## config.mk

```make
export PLATFORM = sky130hd
export DESIGN_NAME = gtm_timer
export DESIGN_NICKNAME = d
export VERILOG_FILES = /design/src/core/gtm_edge_det.v /design/src/core/gtm_timer.v
export VERILOG_INCLUDE_DIRS = /design/src /design/src/core
export SDC_FILE = /design/constraint.sdc
export NUM_CORES = 1
export LEC_CHECK = 0
export BUFFER_PORTS_ARGS = -buffer_cell sky130_fd_sc_hd__clkbuf_2
export CAP_MARGIN = 20
export CORE_MARGIN = 4
export CORE_UTILIZATION = 45
export DETAILED_ROUTE_END_ITERATION = 12
export GPL_ROUTABILITY_DRIVEN = 0
export MAX_ROUTING_LAYER = met4
export PLACE_DENSITY = 0.74
export SETUP_SLACK_MARGIN = 0.5
export SLEW_MARGIN = 20
export SYNTH_ARGS = -nofsm -noshare
export SYNTH_HDL_FRONTEND = slang
export SYNTH_SLANG_ARGS = --single-unit
```

## constraint.sdc

```tcl
create_clock -name aclk -period 1.97 [get_ports aclk]
set_clock_uncertainty 0.05 [all_clocks]
set_input_delay 0.2955 -clock aclk [delete_from_list [all_inputs] [get_ports aclk]]
set_output_delay 0.2955 -clock aclk [all_outputs]
set_load 0.02 [all_outputs]
```

## src/core/gtm_defs.vh

```
// register map, field positions and encodings of the general timer module
`ifndef GTM_DEFS_VH
`define GTM_DEFS_VH
// register byte addresses on the axi4-lite bus
`define GTM_OFF_CTRL0 6'h00
`define GTM_OFF_CTRL1 6'h04
`define GTM_OFF_CNTL 6'h08
`define GTM_OFF_CNTH 6'h0c
`define GTM_OFF_CMPL 6'h10
`define GTM_OFF_CMPH 6'h14
`define GTM_OFF_PINSEL 6'h18
`define GTM_OFF_STAT 6'h1c
// timer_control_zero fields
`define GTM_C0_PAUSE 7
`define GTM_C0_CKS_HI 6
`define GTM_C0_CKS_LO 4
`define GTM_C0_ON 3
`define GTM_C0_RP_HI 2
`define GTM_C0_RP_LO 0
// timer_control_one fields
`define GTM_C1_MODE_HI 7
`define GTM_C1_MODE_LO 6
`define GTM_C1_IO_HI 5
`define GTM_C1_IO_LO 4
`define GTM_C1_OC 3
`define GTM_C1_POL 2
`define GTM_C1_DPX 1
`define GTM_C1_CCLR 0
// pin select bits
`define GTM_PS_CLK 0
`define GTM_PS_CAP 1
`define GTM_PS_OUT 2
`define GTM_PS_OUTN 3
// status bits, write one to clear
`define GTM_ST_MA 0
`define GTM_ST_MP 1
`define GTM_ST_CAP 2
// operating modes
`define GTM_MODE_CMP 2'h0
`define GTM_MODE_CAP 2'h1
`define GTM_MODE_PWM 2'h2
`define GTM_MODE_TMR 2'h3
// clock selections
`define GTM_CK_SYS4 3'h0
`define GTM_CK_SYS 3'h1
`define GTM_CK_H16 3'h2
`define GTM_CK_H64 3'h3
`define GTM_CK_TBC0 3'h4
`define GTM_CK_TBC1 3'h5
`define GTM_CK_EXTR 3'h6
`define GTM_CK_EXTF 3'h7
// reset values
`define GTM_RST_CTRL 8'h00
`define GTM_RST_PINSEL 4'h0
// counter width and system clock divider terminal count
`define GTM_CNT_W 10
`define GTM_SYS_DIV 2'h3
`endif

```

## src/core/gtm_edge_det.v

```verilog
// synchroniser and edge detector for one timer input pin
`timescale 1ns/1ps
module gtm_edge_det (
   // clock and reset
   input wire aclk,
   input wire aresetn,
   // pin and gating
   input wire pin_in,
   input wire enable,
   // edge pulses
   output wire rise,
   output wire fall
);
   reg sync1_q;
   reg sync2_q;
   reg last_q;
   // two-stage synchroniser, then a history flop for edges
   always @(posedge aclk) begin
      if (!aresetn) begin
         sync1_q <= 1'b0;
         sync2_q <= 1'b0;
         last_q <= 1'b0;
      end else begin
         sync1_q <= pin_in;
         sync2_q <= sync1_q;
         last_q <= sync2_q;
      end
   end
   // one pulse per qualifying edge; gated so an unselected pin does nothing
   assign rise = enable & sync2_q & ~last_q;
   assign fall = enable & ~sync2_q & last_q;
endmodule

```

## src/core/gtm_timer.v

```verilog
// general timer module: 10-bit counter, two comparators, capture, pwm, axi4-lite slave
// Overview of operation
// - counter matching a comparator raises a request, may clear counter, change output
// - comparator a and comparator p each give their own interrupt source
// - three-bit clock select picks system, high, timebase or external clock
// - external count pin drives the counter only when clock select chooses it
// - external pin counts on rising or falling edge as configured
// - capture input triggers on rising, falling or both edges per pin function select
// - compare match output mode drives output high, low, or toggles on match
// - edge aligned pwm appears on the primary output, duty or period adjustable
// - one pin select bit per timer pin connects it to the timer
// - high bytes accessed directly, low bytes only via shared 8-bit buffer
// - buffer transfers happen only on high byte access, never low byte access
// - compare a low byte write loads only the buffer
// - compare a high byte write also copies buffer into compare a low byte
// - high byte read returns high byte and copies low byte into buffer
// - low byte read returns the holding buffer, not the live low byte
// - the core is a 10-bit up counter on the selected clock
// - secondary output always carries the inverse of the primary output
// - software clears the counter only by raising the counter-on bit
// - counter also clears on overflow or on a match of the comparator that the counter clear bit selects
//
// The AXI4-Lite register port and the placing of the registers are this design's own decisions.
`timescale 1ns/1ps
`include "gtm_defs.vh"
module gtm_timer #(
   parameter H_DIV16 = 16,
   parameter H_DIV64 = 64
) (
   // clock and reset
   input wire aclk,
   input wire aresetn,
   // other internal clock sources, one-cycle enable pulses
   input wire high_clk_tick,
   input wire timebase_tick,
   // timer pins
   input wire ext_count_clock_pin,
   input wire capture_input_pin,
   output reg timer_output_pin,
   output reg timer_output_pin_en,
   output reg timer_output_pin_inverted,
   output reg timer_output_pin_inverted_en,
   // interrupt requests
   output reg irq_compare_a,
   output reg irq_compare_p,
   // axi4-lite write address and data
   input wire [5:0] s_axi_awaddr,
   input wire s_axi_awvalid,
   output wire s_axi_awready,
   input wire [31:0] s_axi_wdata,
   input wire [3:0] s_axi_wstrb,
   input wire s_axi_wvalid,
   output wire s_axi_wready,
   // axi4-lite write response
   output reg [1:0] s_axi_bresp,
   output reg s_axi_bvalid,
   input wire s_axi_bready,
   // axi4-lite read
   input wire [5:0] s_axi_araddr,
   input wire s_axi_arvalid,
   output wire s_axi_arready,
   output reg [31:0] s_axi_rdata,
   output reg [1:0] s_axi_rresp,
   output reg s_axi_rvalid,
   input wire s_axi_rready
);
   localparam CW = `GTM_CNT_W;
   // prescaler terminal counts, kept at 32 bits so the slices below are exact
   localparam [31:0] H16_LAST = H_DIV16 - 1;
   localparam [31:0] H64_LAST = H_DIV64 - 1;
   reg [7:0] ctrl0_q;
   reg [7:0] ctrl1_q;
   reg [3:0] pinsel_q;
   reg [2:0] stat_q;
   reg [CW-1:0] count_q;
   reg [CW-1:0] cmpa_q;
   reg [CW-1:0] cap_q;
   reg [7:0] hold_q;
   reg out_q;
   reg on_last_q;
   reg pulse_done_q;
   reg [1:0] sys_div_q;
   reg [5:0] h_div_q;
   reg h16_q;
   reg h64_q;
   reg [5:0] aw_addr_q;
   reg aw_have_q;
   reg [31:0] w_data_q;
   reg [3:0] w_strb_q;
   reg w_have_q;
   wire [2:0] cks = ctrl0_q[`GTM_C0_CKS_HI:`GTM_C0_CKS_LO];
   wire [1:0] mode = ctrl1_q[`GTM_C1_MODE_HI:`GTM_C1_MODE_LO];
   wire [1:0] io = ctrl1_q[`GTM_C1_IO_HI:`GTM_C1_IO_LO];
   wire [2:0] rp = ctrl0_q[`GTM_C0_RP_HI:`GTM_C0_RP_LO];
   wire on = ctrl0_q[`GTM_C0_ON];
   wire ext_sel = (cks == `GTM_CK_EXTR) || (cks == `GTM_CK_EXTF);

   // selects a register by its byte address
   function is_reg;
      input [5:0] addr;
      input [5:0] off;
      begin
         is_reg = (addr == off);
      end
   endfunction

   // input pins, connected to the timer only when selected
   wire ext_rise;
   wire ext_fall;
   wire cap_rise;
   wire cap_fall;
   gtm_edge_det u_ext (
      .aclk(aclk),
      .aresetn(aresetn),
      .pin_in(ext_count_clock_pin),
      .enable(pinsel_q[`GTM_PS_CLK] & ext_sel),
      .rise(ext_rise),
      .fall(ext_fall)
   );
   gtm_edge_det u_cap (
      .aclk(aclk),
      .aresetn(aresetn),
      .pin_in(capture_input_pin),
      .enable(pinsel_q[`GTM_PS_CAP]),
      .rise(cap_rise),
      .fall(cap_fall)
   );

   // prescalers for the internal clock ratios
   always @(posedge aclk) begin
      if (!aresetn) begin
         sys_div_q <= 2'h0;
         h_div_q <= 6'h00;
         h16_q <= 1'b0;
         h64_q <= 1'b0;
      end else begin
         sys_div_q <= sys_div_q + 2'h1;
         h16_q <= 1'b0;
         h64_q <= 1'b0;
         if (high_clk_tick) begin
            h_div_q <= h_div_q + 6'h01;
            h16_q <= (h_div_q[3:0] == H16_LAST[3:0]);
            h64_q <= (h_div_q == H64_LAST[5:0]);
         end
      end
   end

   // counter clock enable from the clock select field
   reg tick;
   always @* begin
      case (cks)
         `GTM_CK_SYS4: tick = (sys_div_q == `GTM_SYS_DIV);
         `GTM_CK_SYS: tick = 1'b1;
         `GTM_CK_H16: tick = h16_q;
         `GTM_CK_H64: tick = h64_q;
         `GTM_CK_TBC0, `GTM_CK_TBC1: tick = timebase_tick;
         `GTM_CK_EXTR: tick = ext_rise;
         `GTM_CK_EXTF: tick = ext_fall;
         default: tick = 1'b0;
      endcase
   end

   // comparators; a period value of zero means a full 1024-count period
   wire run = on & ~ctrl0_q[`GTM_C0_PAUSE] & tick;
   wire match_a = run && (count_q == cmpa_q);
   wire match_p = run && (rp == 3'h0 ? count_q == {CW{1'b1}} :
                          (count_q[CW-1:CW-3] == rp && count_q[CW-4:0] == 7'h00));
   wire overflow = run && (count_q == {CW{1'b1}});
   wire clr_sel = ctrl1_q[`GTM_C1_CCLR] ? match_a : match_p;
   wire on_rise = on & ~on_last_q;
   wire cap_evt = (mode == `GTM_MODE_CAP) && ((io == 2'h0 && cap_rise) ||
                  (io == 2'h1 && cap_fall) || (io == 2'h2 && (cap_rise | cap_fall)));

   // 10-bit up counter; software can only clear it via the on bit
   always @(posedge aclk) begin
      if (!aresetn) begin
         count_q <= {CW{1'b0}};
         on_last_q <= 1'b0;
      end else begin
         on_last_q <= on;
         if (on_rise)
            count_q <= {CW{1'b0}};
         else if (clr_sel || overflow)
            count_q <= {CW{1'b0}};
         else if (run)
            count_q <= count_q + 1'b1;
      end
   end

   // output pin level per mode; polarity bit inverts the pin
   wire act = ~ctrl1_q[`GTM_C1_OC];
   always @(posedge aclk) begin
      if (!aresetn) begin
         out_q <= 1'b0;
         pulse_done_q <= 1'b0;
      end else if (on_rise) begin
         out_q <= ctrl1_q[`GTM_C1_OC];
         pulse_done_q <= 1'b0;
      end else begin
         case (mode)
            `GTM_MODE_CMP: begin
               if (match_a) begin
                  case (io)
                     2'h1: out_q <= 1'b0;
                     2'h2: out_q <= 1'b1;
                     2'h3: out_q <= ~out_q;
                     default: out_q <= out_q;
                  endcase
               end
            end
            `GTM_MODE_PWM: begin
               case (io)
                  2'h0: out_q <= ~act;
                  2'h1: out_q <= act;
                  2'h2: begin
                     // edge aligned: duty from one comparator, period from the other
                     if (ctrl1_q[`GTM_C1_DPX] ? match_a : match_p)
                        out_q <= act;
                     else if (ctrl1_q[`GTM_C1_DPX] ? match_p : match_a)
                        out_q <= ~act;
                  end
                  default: begin
                     if (on && !pulse_done_q) begin
                        out_q <= act;
                        pulse_done_q <= 1'b1;
                     end else if (match_a)
                        out_q <= ~act;
                  end
               endcase
            end
            default: out_q <= out_q;
         endcase
      end
   end

   // pins driven only when their select bits give them to the timer
   always @(posedge aclk) begin
      if (!aresetn) begin
         timer_output_pin <= 1'b0;
         timer_output_pin_inverted <= 1'b1;
         timer_output_pin_en <= 1'b0;
         timer_output_pin_inverted_en <= 1'b0;
         irq_compare_a <= 1'b0;
         irq_compare_p <= 1'b0;
      end else begin
         timer_output_pin <= out_q ^ ctrl1_q[`GTM_C1_POL];
         timer_output_pin_inverted <= ~(out_q ^ ctrl1_q[`GTM_C1_POL]);
         timer_output_pin_en <= pinsel_q[`GTM_PS_OUT];
         timer_output_pin_inverted_en <= pinsel_q[`GTM_PS_OUTN];
         irq_compare_a <= match_a | (cap_evt & ctrl1_q[`GTM_C1_CCLR]);
         irq_compare_p <= match_p;
      end
   end

   // axi handshake: each channel is taken once, answer waits for the old one to drain
   assign s_axi_awready = ~aw_have_q & ~s_axi_bvalid;
   assign s_axi_wready = ~w_have_q & ~s_axi_bvalid;
   assign s_axi_arready = ~s_axi_rvalid;
   wire wr_go = aw_have_q & w_have_q;
   wire rd_go = s_axi_arvalid & s_axi_arready;
   wire wr_hi_ok = w_strb_q[0];
   wire [7:0] wd = w_data_q[7:0];
   wire [1:0] mem_bits = wd[1:0];

   // register file, holding buffer and status
   always @(posedge aclk) begin
      if (!aresetn) begin
         ctrl0_q <= `GTM_RST_CTRL;
         ctrl1_q <= `GTM_RST_CTRL;
         pinsel_q <= `GTM_RST_PINSEL;
         cmpa_q <= {CW{1'b0}};
         cap_q <= {CW{1'b0}};
         hold_q <= 8'h00;
         stat_q <= 3'h0;
         aw_have_q <= 1'b0;
         w_have_q <= 1'b0;
         aw_addr_q <= 6'h00;
         w_data_q <= 32'h0000_0000;
         w_strb_q <= 4'h0;
         s_axi_bvalid <= 1'b0;
         s_axi_bresp <= 2'h0;
         s_axi_rvalid <= 1'b0;
         s_axi_rresp <= 2'h0;
         s_axi_rdata <= 32'h0000_0000;
      end else begin
         if (s_axi_awvalid && s_axi_awready) begin
            aw_have_q <= 1'b1;
            aw_addr_q <= s_axi_awaddr;
         end
         if (s_axi_wvalid && s_axi_wready) begin
            w_have_q <= 1'b1;
            w_data_q <= s_axi_wdata;
            w_strb_q <= s_axi_wstrb;
         end
         if (s_axi_bvalid && s_axi_bready)
            s_axi_bvalid <= 1'b0;
         if (s_axi_rvalid && s_axi_rready)
            s_axi_rvalid <= 1'b0;
         // capture latches the counter into cap_q, read back through the compare a pair
         if (cap_evt) begin
            cap_q <= count_q;
            stat_q[`GTM_ST_CAP] <= 1'b1;
         end
         // status sticky bits; write-one-to-clear loses to a new event
         if (wr_go && is_reg(aw_addr_q, `GTM_OFF_STAT) && wr_hi_ok)
            stat_q <= stat_q & ~wd[2:0] | {cap_evt, match_p, match_a};
         else
            stat_q <= stat_q | {cap_evt, match_p, match_a};
         if (wr_go) begin
            aw_have_q <= 1'b0;
            w_have_q <= 1'b0;
            s_axi_bvalid <= 1'b1;
            s_axi_bresp <= 2'h0;
            if (wr_hi_ok) begin
               if (is_reg(aw_addr_q, `GTM_OFF_CTRL0))
                  ctrl0_q <= wd;
               else if (is_reg(aw_addr_q, `GTM_OFF_CTRL1))
                  ctrl1_q <= wd;
               else if (is_reg(aw_addr_q, `GTM_OFF_PINSEL))
                  pinsel_q <= wd[3:0];
               else if (is_reg(aw_addr_q, `GTM_OFF_CMPL))
                  hold_q <= wd;
               else if (is_reg(aw_addr_q, `GTM_OFF_CMPH))
                  cmpa_q <= {mem_bits, hold_q};
               else if (!is_reg(aw_addr_q, `GTM_OFF_STAT) &&
                        !is_reg(aw_addr_q, `GTM_OFF_CNTL) &&
                        !is_reg(aw_addr_q, `GTM_OFF_CNTH))
                  s_axi_bresp <= 2'h2;
            end
         end
         if (rd_go) begin
            s_axi_rvalid <= 1'b1;
            s_axi_rresp <= 2'h0;
            s_axi_rdata <= 32'h0000_0000;
            case (s_axi_araddr)
               `GTM_OFF_CTRL0: s_axi_rdata[7:0] <= ctrl0_q;
               `GTM_OFF_CTRL1: s_axi_rdata[7:0] <= ctrl1_q;
               `GTM_OFF_PINSEL: s_axi_rdata[3:0] <= pinsel_q;
               `GTM_OFF_STAT: s_axi_rdata[2:0] <= stat_q;
               `GTM_OFF_CNTL, `GTM_OFF_CMPL: s_axi_rdata[7:0] <= hold_q;
               `GTM_OFF_CNTH: begin
                  s_axi_rdata[1:0] <= count_q[CW-1:8];
                  hold_q <= count_q[7:0];
               end
               `GTM_OFF_CMPH: begin
                  // in capture mode the compare a pair shows the captured value
                  s_axi_rdata[1:0] <= (mode == `GTM_MODE_CAP) ? cap_q[CW-1:8] : cmpa_q[CW-1:8];
                  hold_q <= (mode == `GTM_MODE_CAP) ? cap_q[7:0] : cmpa_q[7:0];
               end
               default: s_axi_rresp <= 2'h2;
            endcase
         end
      end
   end
endmodule

```

Word-level counts from Yosys, hierarchy flattened
Index checks and enable logic that the tools add are counted.
{"block": "word_totals", "regBits": 117, "input_bits": 59, "out_inout_bits": 47}
{"block": "op_classes", "add_sub_neg": 3, "n_eq_ne": 36, "n_mux": 41, "bitwise": 43, "reduce_logical": 49}
{"op": "8-bit two-way mux", "n": 8}
{"op": "6-bit by 5-bit equality test with 1-bit output, second input constant", "n": 8}
{"op": "6-bit by 4-bit equality test with 1-bit output, second input constant", "n": 4}
{"op": "1-bit NOT", "n": 19}
{"op": "2-bit two-way mux", "n": 9}
{"op": "1-bit bitwise AND", "n": 17}
{"op": "1-bit logical AND", "n": 17}
{"op": "8-bit one-hot mux with 2 select lines", "n": 1}
{"op": "1-bit two-way mux", "n": 14}
{"op": "2-bit one-hot mux with 7 select lines", "n": 1}
{"op": "3-bit equality test, second input constant", "n": 4}
{"op": "6-bit by 3-bit equality test with 1-bit output, second input constant", "n": 2}
{"op": "6-bit logical NOT", "n": 2}
{"op": "4-bit one-hot mux with 3 select lines", "n": 1}
{"op": "10-bit by 1-bit adder with 10-bit output, second input constant", "n": 1}
{"op": "10-bit equality test", "n": 1}
{"op": "10-bit equality test, second input constant", "n": 1}
{"op": "5-bit AND reduction", "n": 2}
{"op": "2-bit equality test, second input constant", "n": 4}
{"op": "2-bit OR reduction", "n": 4}
{"op": "8-bit OR reduction", "n": 1}
{"op": "7-bit logical NOT", "n": 1}
{"op": "7-bit inequality test, second input constant", "n": 1}
{"op": "1-bit one-hot mux with 7 select lines", "n": 1}
{"op": "other kinds (32)", "n": 48}

Depth between registers and ports, before layout
{"block": "logic_depth", "ltp_word": 14, "depth_mapped": 9, "mapped_depth_nobuf": 8}

Hierarchy
Synthesis repeated with hierarchy kept, for this count alone.
{"block": "hier_totals", "hier_cells": 625, "hier_area_um2": 5377.7}
{"module": "gtm_timer", "n_inst": 1, "cells_per_inst": 609, "area_per_inst_um2": 5182.5, "seq_area_each_um2": 2182.1}
{"module": "gtm_edge_det", "n_inst": 2, "cells_per_inst": 8, "area_per_inst_um2": 97.6, "seq_area_each_um2": 60.1}

Worst setup path after synthesis
OpenSTA, ideal clock, no wires.
{"block": "synth_timing", "kind": "reg-to-reg", "startpoint": "reg count_q[1]", "endpoint": "reg out_q", "setup_time_ps": 135, "arrival_ps": 1813, "required_time_ps": 1785, "slack_ps": -28, "stages_incl_launch_ff": 9, "path_buffers": 0, "path_cell_list": "dfxtp_1 > ha_1 > nand4b_1 > or4_4 > nor2b_4 > a22oi_2 > nor2_1 > a311oi_1 > o32ai_1"}
{"block": "synth_between", "elab_chain_len": 9, "elab_cells_between_ends": 17}
{"element": "start, declared", "line": "gtm_timer.v:75", "rtl": "reg [CW-1:0] count_q;"}
{"element": "start signal, assigned", "line": "gtm_timer.v:177", "rtl": "count_q <= {CW{1'b0}};"}
{"element": "start signal, assigned", "line": "gtm_timer.v:182", "rtl": "count_q <= {CW{1'b0}};"}
{"element": "start signal, assigned", "line": "gtm_timer.v:184", "rtl": "count_q <= {CW{1'b0}};"}
{"element": "7-bit logical NOT", "line": "gtm_timer.v:167", "rtl": "(count_q[CW-1:CW-3] == rp && count_q[CW-4:0] == 7'h00));"}
{"element": "1-bit logical AND", "line": "gtm_timer.v:167"}
{"element": "1-bit two-way mux", "line": "gtm_timer.v:166", "rtl": "wire match_p = run && (rp == 3'h0 ? count_q == {CW{1'b1}} :"}
{"element": "1-bit logical AND", "line": "gtm_timer.v:166"}
{"element": "1-bit two-way mux (2 in series)", "line": "gtm_timer.v:217", "rtl": "if (ctrl1_q[`GTM_C1_DPX] ? match_a : match_p)"}
{"element": "1-bit one-hot mux with 3 select lines", "line": "gtm_timer.v:212", "rtl": "case (io)"}
{"element": "1-bit one-hot mux with 2 select lines", "line": "gtm_timer.v:200", "rtl": "case (mode)"}
{"element": "1-bit two-way mux", "line": "gtm_timer.v:196", "rtl": "end else if (on_rise) begin"}
{"element": "end signal, assigned", "line": "gtm_timer.v:197", "rtl": "out_q <= ctrl1_q[`GTM_C1_OC];"}
{"element": "end signal, assigned", "line": "gtm_timer.v:213", "rtl": "2'h0: out_q <= ~act;"}
{"element": "end signal, assigned", "line": "gtm_timer.v:218", "rtl": "out_q <= act;"}
{"element": "end, declared", "line": "gtm_timer.v:79", "rtl": "reg out_q;"}
Several ways; a longest one is shown, not always the timed one.
A chain may end at the register's enable or synchronous reset.

Worst setup path in the final report
{"block": "layout_timing", "startpoint": "reg cmpa_q[4]", "endpoint": "reg out_q"}
{"block": "layout_between", "elab_chain_len": 7, "elab_cells_between_ends": 12}
{"element": "start, declared", "line": "gtm_timer.v:76", "rtl": "reg [CW-1:0] cmpa_q;"}
{"element": "start signal, assigned", "line": "gtm_timer.v:271", "rtl": "cmpa_q <= {CW{1'b0}};"}
{"element": "start signal, assigned", "line": "gtm_timer.v:324", "rtl": "cmpa_q <= {mem_bits, hold_q};"}
{"element": "10-bit equality test *", "line": "gtm_timer.v:165", "rtl": "wire match_a = run && (count_q == cmpa_q);"}
{"element": "1-bit logical AND *", "line": "gtm_timer.v:165"}
{"element": "1-bit two-way mux (2 in series)", "line": "gtm_timer.v:217"}
{"element": "1-bit one-hot mux with 3 select lines", "line": "gtm_timer.v:212"}
{"element": "1-bit one-hot mux with 2 select lines", "line": "gtm_timer.v:200"}
{"element": "1-bit two-way mux", "line": "gtm_timer.v:196"}
Every way passes the cells marked *; elsewhere a longest branch is shown, timed or not.

==> Implementation_results.wiki <==
{| class="wikitable"
! Metric !! Value
|-
| Status || finished, violations left
|-
| Violated checks || setup timing
|-
| R2r endpoint || out_q$_SDFFE_PN0P_
|-
| Number of sinks on the clock net || ~120
|-
| Cell count of the worst hold path || 2
|-
| DRC violations left || 0
|-
| Worst Hold Path EP || u_cap.sync1_q$_SDFF_PN0_
|-
| Iter 0 DRT Violations || about 320
|-
| Final global-route overflow total || 0
|-
| Arrival time worst endpoint || about 2.3 ns
|-
| Netlist area before placement || between 5000 and 6000 um2
|-
| Final ANT Viol Nets || 0
|-
| Min Tclk post-route || 2.099 ns
|-
| HPWL reported at the end of detailed placement || 10.06 mm
|-
| PortBufs || 52
|-
| Fraction of registers with async set/reset || 0
|-
| Required time at the worst-slack endpoint || between 2 and 2.5 ns
|-
| Total GRT Usage || 0.2277
|-
| Maximum number of pins on one net before global-route repair || 38
|-
| Core outline area || about 12000 um2
|-
| Portion of the post-synthesis area used by sequential elements || 0.4185
|-
| Critical hold path startpoint || capture_input_pin
|-
| First drt pass iteration count || 5
|-
| Power per Cell Area || between 700 and 800 nW/um2
|-
| Number of placed instances, taps included || between 800 and 900
|-
| Number of global-route vias before repair || 4996
|-
| Die area || between 10000 and 15000 um2
|-
| TritonCTS clock tree || done
|-
| R2r worst-path depth || 7
|-
| Mean Syn Cell Area || ~8.5 um2
|-
| Synth area leaders || sky130_fd_sc_hd__dfxtp_1 (42%), sky130_fd_sc_hd__mux2i_1 (8.0%), sky130_fd_sc_hd__a21oi_1 (6.4%), sky130_fd_sc_hd__nor2_1 (6.1%), sky130_fd_sc_hd__nand2_1 (5.7%)
|-
| Cell accounting for the most synthesized area || sky130_fd_sc_hd__dfxtp_1
|-
| Sort of element at the start of the critical path || flop
|-
| Fraction of post-synthesis cell area in the top cell type by area || 0.4185
|-
| I/O pin count || about 110
|-
| Clock input transition at the sequential cells of the worst setup and hold paths || 0.06 ns
|-
| Beginning of the worst register-to-register path || cmpa_q[4]$_SDFFE_PN0P_
|-
| Count of flip-flops with a built-in enable after synthesis || 0
|-
| Final number of setup-violating endpoints || 11
|-
| Static leakage || around 3.0 nW
|-
| Initial antenna violation count || 0
|-
| Highest ir drop seen on vdd || 0.0006302 V
|-
| Aggregate routed wire length || around 16 mm
|-
| Total count of hold-check failures in the final report || 0
|-
| Maximum operating frequency || ~480 MHz
|-
| Wire length of the first global-routing pass || ~25 mm
|-
| Post-DR wirelength/cell || about 17 um
|-
| Nets@finish || a little over 800
|-
| CP Max Fanout || 4
|-
| Final count of pins violating max slew || 0
|-
| Initial core utilization || 0.4580
|-
| Category of the most critical setup path || reg2reg
|-
| # Max-Cap Violations || 0
|-
| Antenna diode count || 0
|-
| Fin cells || 912
|-
| Maximum clock insertion buffer count || 2
|-
| Sum of internal, switching and leakage power || around 5.7 mW
|-
| Number of different library cells in the post-synthesis netlist || 60
|-
| Warnings from Yosys || 0
|-
| Number of storage elements in the synthesis netlist || about 120
|-
| Relative slew margins || 0.6339
|-
| Most common cell in the synthesized netlist || sky130_fd_sc_hd__dfxtp_1
|-
| Layout area overhead || 37.53%
|-
| Root Driver || sky130_fd_sc_hd__clkbuf_16
|-
| Commonest cells in the netlist || sky130_fd_sc_hd__dfxtp_1 (115), sky130_fd_sc_hd__nor2_1 (89), sky130_fd_sc_hd__nand2_1 (84), sky130_fd_sc_hd__a21oi_1 (70), sky130_fd_sc_hd__mux2i_1 (44)
|-
| Via density per instance || ~5.5
|-
| Share of the clock period used by the worst path || 1.065
|-
| Hold Worst Slack || approximately 0.03 ns
|-
| Share of final-layout standard cells stronger than drive strength 1 || 0.3765
|-
| Path class of the lowest-slack min-delay path || in2reg
|-
| Register-to-register setup slack || -0.13 ns
|-
| Deepest level of the CTS H-tree || 4
|-
| Die Span Y || ~120 um
|-
| Unrepaired setup endpoints after global routing || yes
|-
| Clock insertion delay at the later pin of the skew report || 0.42 ns
|-
| FP Rows || 40
|-
| Routed via count || just over 5000
|-
| Final worst-path setup slack || -0.1286 ns
|-
| CP endpoint kind || flop
|-
| Worst slew pin tran || about 0.55 ns
|-
| Clock buffer count from CTS || 17
|-
| Cells after Synth || 650
|-
| Predominant post-synthesis flop cell || sky130_fd_sc_hd__dfxtp_1
|-
| Die Wd || around 120 um
|}
[timing repair]
action,CTS,global route
endpoints found under the hold margin,1,0
endpoints found under the setup margin,67,80
resized for setup,110,57
buffers inserted,15,4
cloned,3,0
hold buffers,1,0
pin swaps,42,19
[through the flow]
stage	utilization	cell area [um2]	TNS, ns	setup slack [ns]
after CTS	0.6080	7303	-0.1278	-0.06584
final	0.6299	7566	-0.8411	-0.1286
after detailed placement	0.5159	6197	-0.1824	-0.06154
after global placement	0.5159	6197	-0.03016	-0.03016
after global routing	0.6299	7566	-1.666	-0.2226
after floorplan	-	5793	0	0.1110
[cell families after synthesis]
group / Yosys count / share of synthesized area
flops: 115 / 0.4185
simple gates: 264 / 0.2370
buf+inv: 78 / 0.08028
fa+ha+maj: 4 / 0.009097
other cells: 1 / 0.0006816
mux: 44 / 0.08005
xor+xnor: 28 / 0.04457
compound gates: 116 / 0.1299
[flip-flops by register name (all words and copies together), names as in the netlist, 2 cells and up]
signal / count
stat_q: 3
ctrl0_q: 8
aw_addr_q: 6
ctrl1_q: 8
sys_div_q: 2
w_data_q: 8
h_div_q: 6
cap_q: 10
cmpa_q: 10
count_q: 10
hold_q: 8
pinsel_q: 4
s_axi_rdata: 8
[cell usage in the layout (no fill, tap or decap), drive strengths merged, types with 10 or more instances in the layout]
master | Yosys | final
a21oi | 71 | 71
and2 | 13 | 13
buf | 42 | 74
clkbuf | 26 | 66
conb | 1 | 26
dfxtp | 115 | 115
inv | 9 | 14
mux2i | 44 | 44
nand2 | 84 | 84
nand3 | 22 | 23
nor2 | 89 | 89
nor3 | 10 | 10
o21ai | 14 | 14
xnor2 | 10 | 10
xor2 | 18 | 18
[report_power, final]
| part | switching (mW) | internal, mW |
|---|---|---|
| registers | 0.0648 | 2.37 |
| logic | 0.245 | 0.146 |
| clock network | 1.21 | 1.64 |
| total | 1.52 | 4.15 |
[per-layer routing]
metal	vias to the layer above	global-route usage	share of wire
met2	209	0.3595	0.49
met5	-	-	0
li1	2392	-	-
met3	48	0.04880	0.060
met1	2408	0.2690	0.41
met4	0	0.1296	0.043
[worst max-delay path, stage by stage (launching register included)]
cell                       delay, ns
sky130_fd_sc_hd__dfxtp_1        0.44
sky130_fd_sc_hd__xor2_1         0.11
sky130_fd_sc_hd__nor4_1         0.40
sky130_fd_sc_hd__nand4_2        0.26
sky130_fd_sc_hd__a22oi_2        0.27
sky130_fd_sc_hd__nor2_1         0.06
sky130_fd_sc_hd__a311oi_1       0.25
sky130_fd_sc_hd__o32ai_1        0.11
[worst max-delay path by stage]
stage	startpoint	to	slack, ns	depth (start not counted)
floorplan	count_q[7]$_SDFFE_PP0P_	out_q$_SDFFE_PN0P_	0.11	8
global placement	count_q[8]$_SDFFE_PP0P_	out_q$_SDFFE_PN0P_	-0.03	8
detailed placement	sys_div_q[0]$_SDFF_PN0_	count_q[9]$_SDFFE_PP0P_	-0.06	9
CTS	ctrl0_q[4]$_SDFFE_PN0P_	out_q$_SDFFE_PN0P_	-0.07	7
global route	ctrl0_q[4]$_SDFFE_PN0P_	out_q$_SDFFE_PN0P_	-0.22	9
finish	cmpa_q[4]$_SDFFE_PN0P_	out_q$_SDFFE_PN0P_	-0.13	7
[area by class of cell]
class                   count  area, um2
multi-input cells         484       3435
repair buffers            124      999.7
clock inverters            15      130.1
well taps                 147      183.9
fillers                   907       4446
clock buffers              17      425.4
flip-flops and latches    115       2350
inverters                  10      42.54
Note: power is estimated with default switching activity, not from simulation.
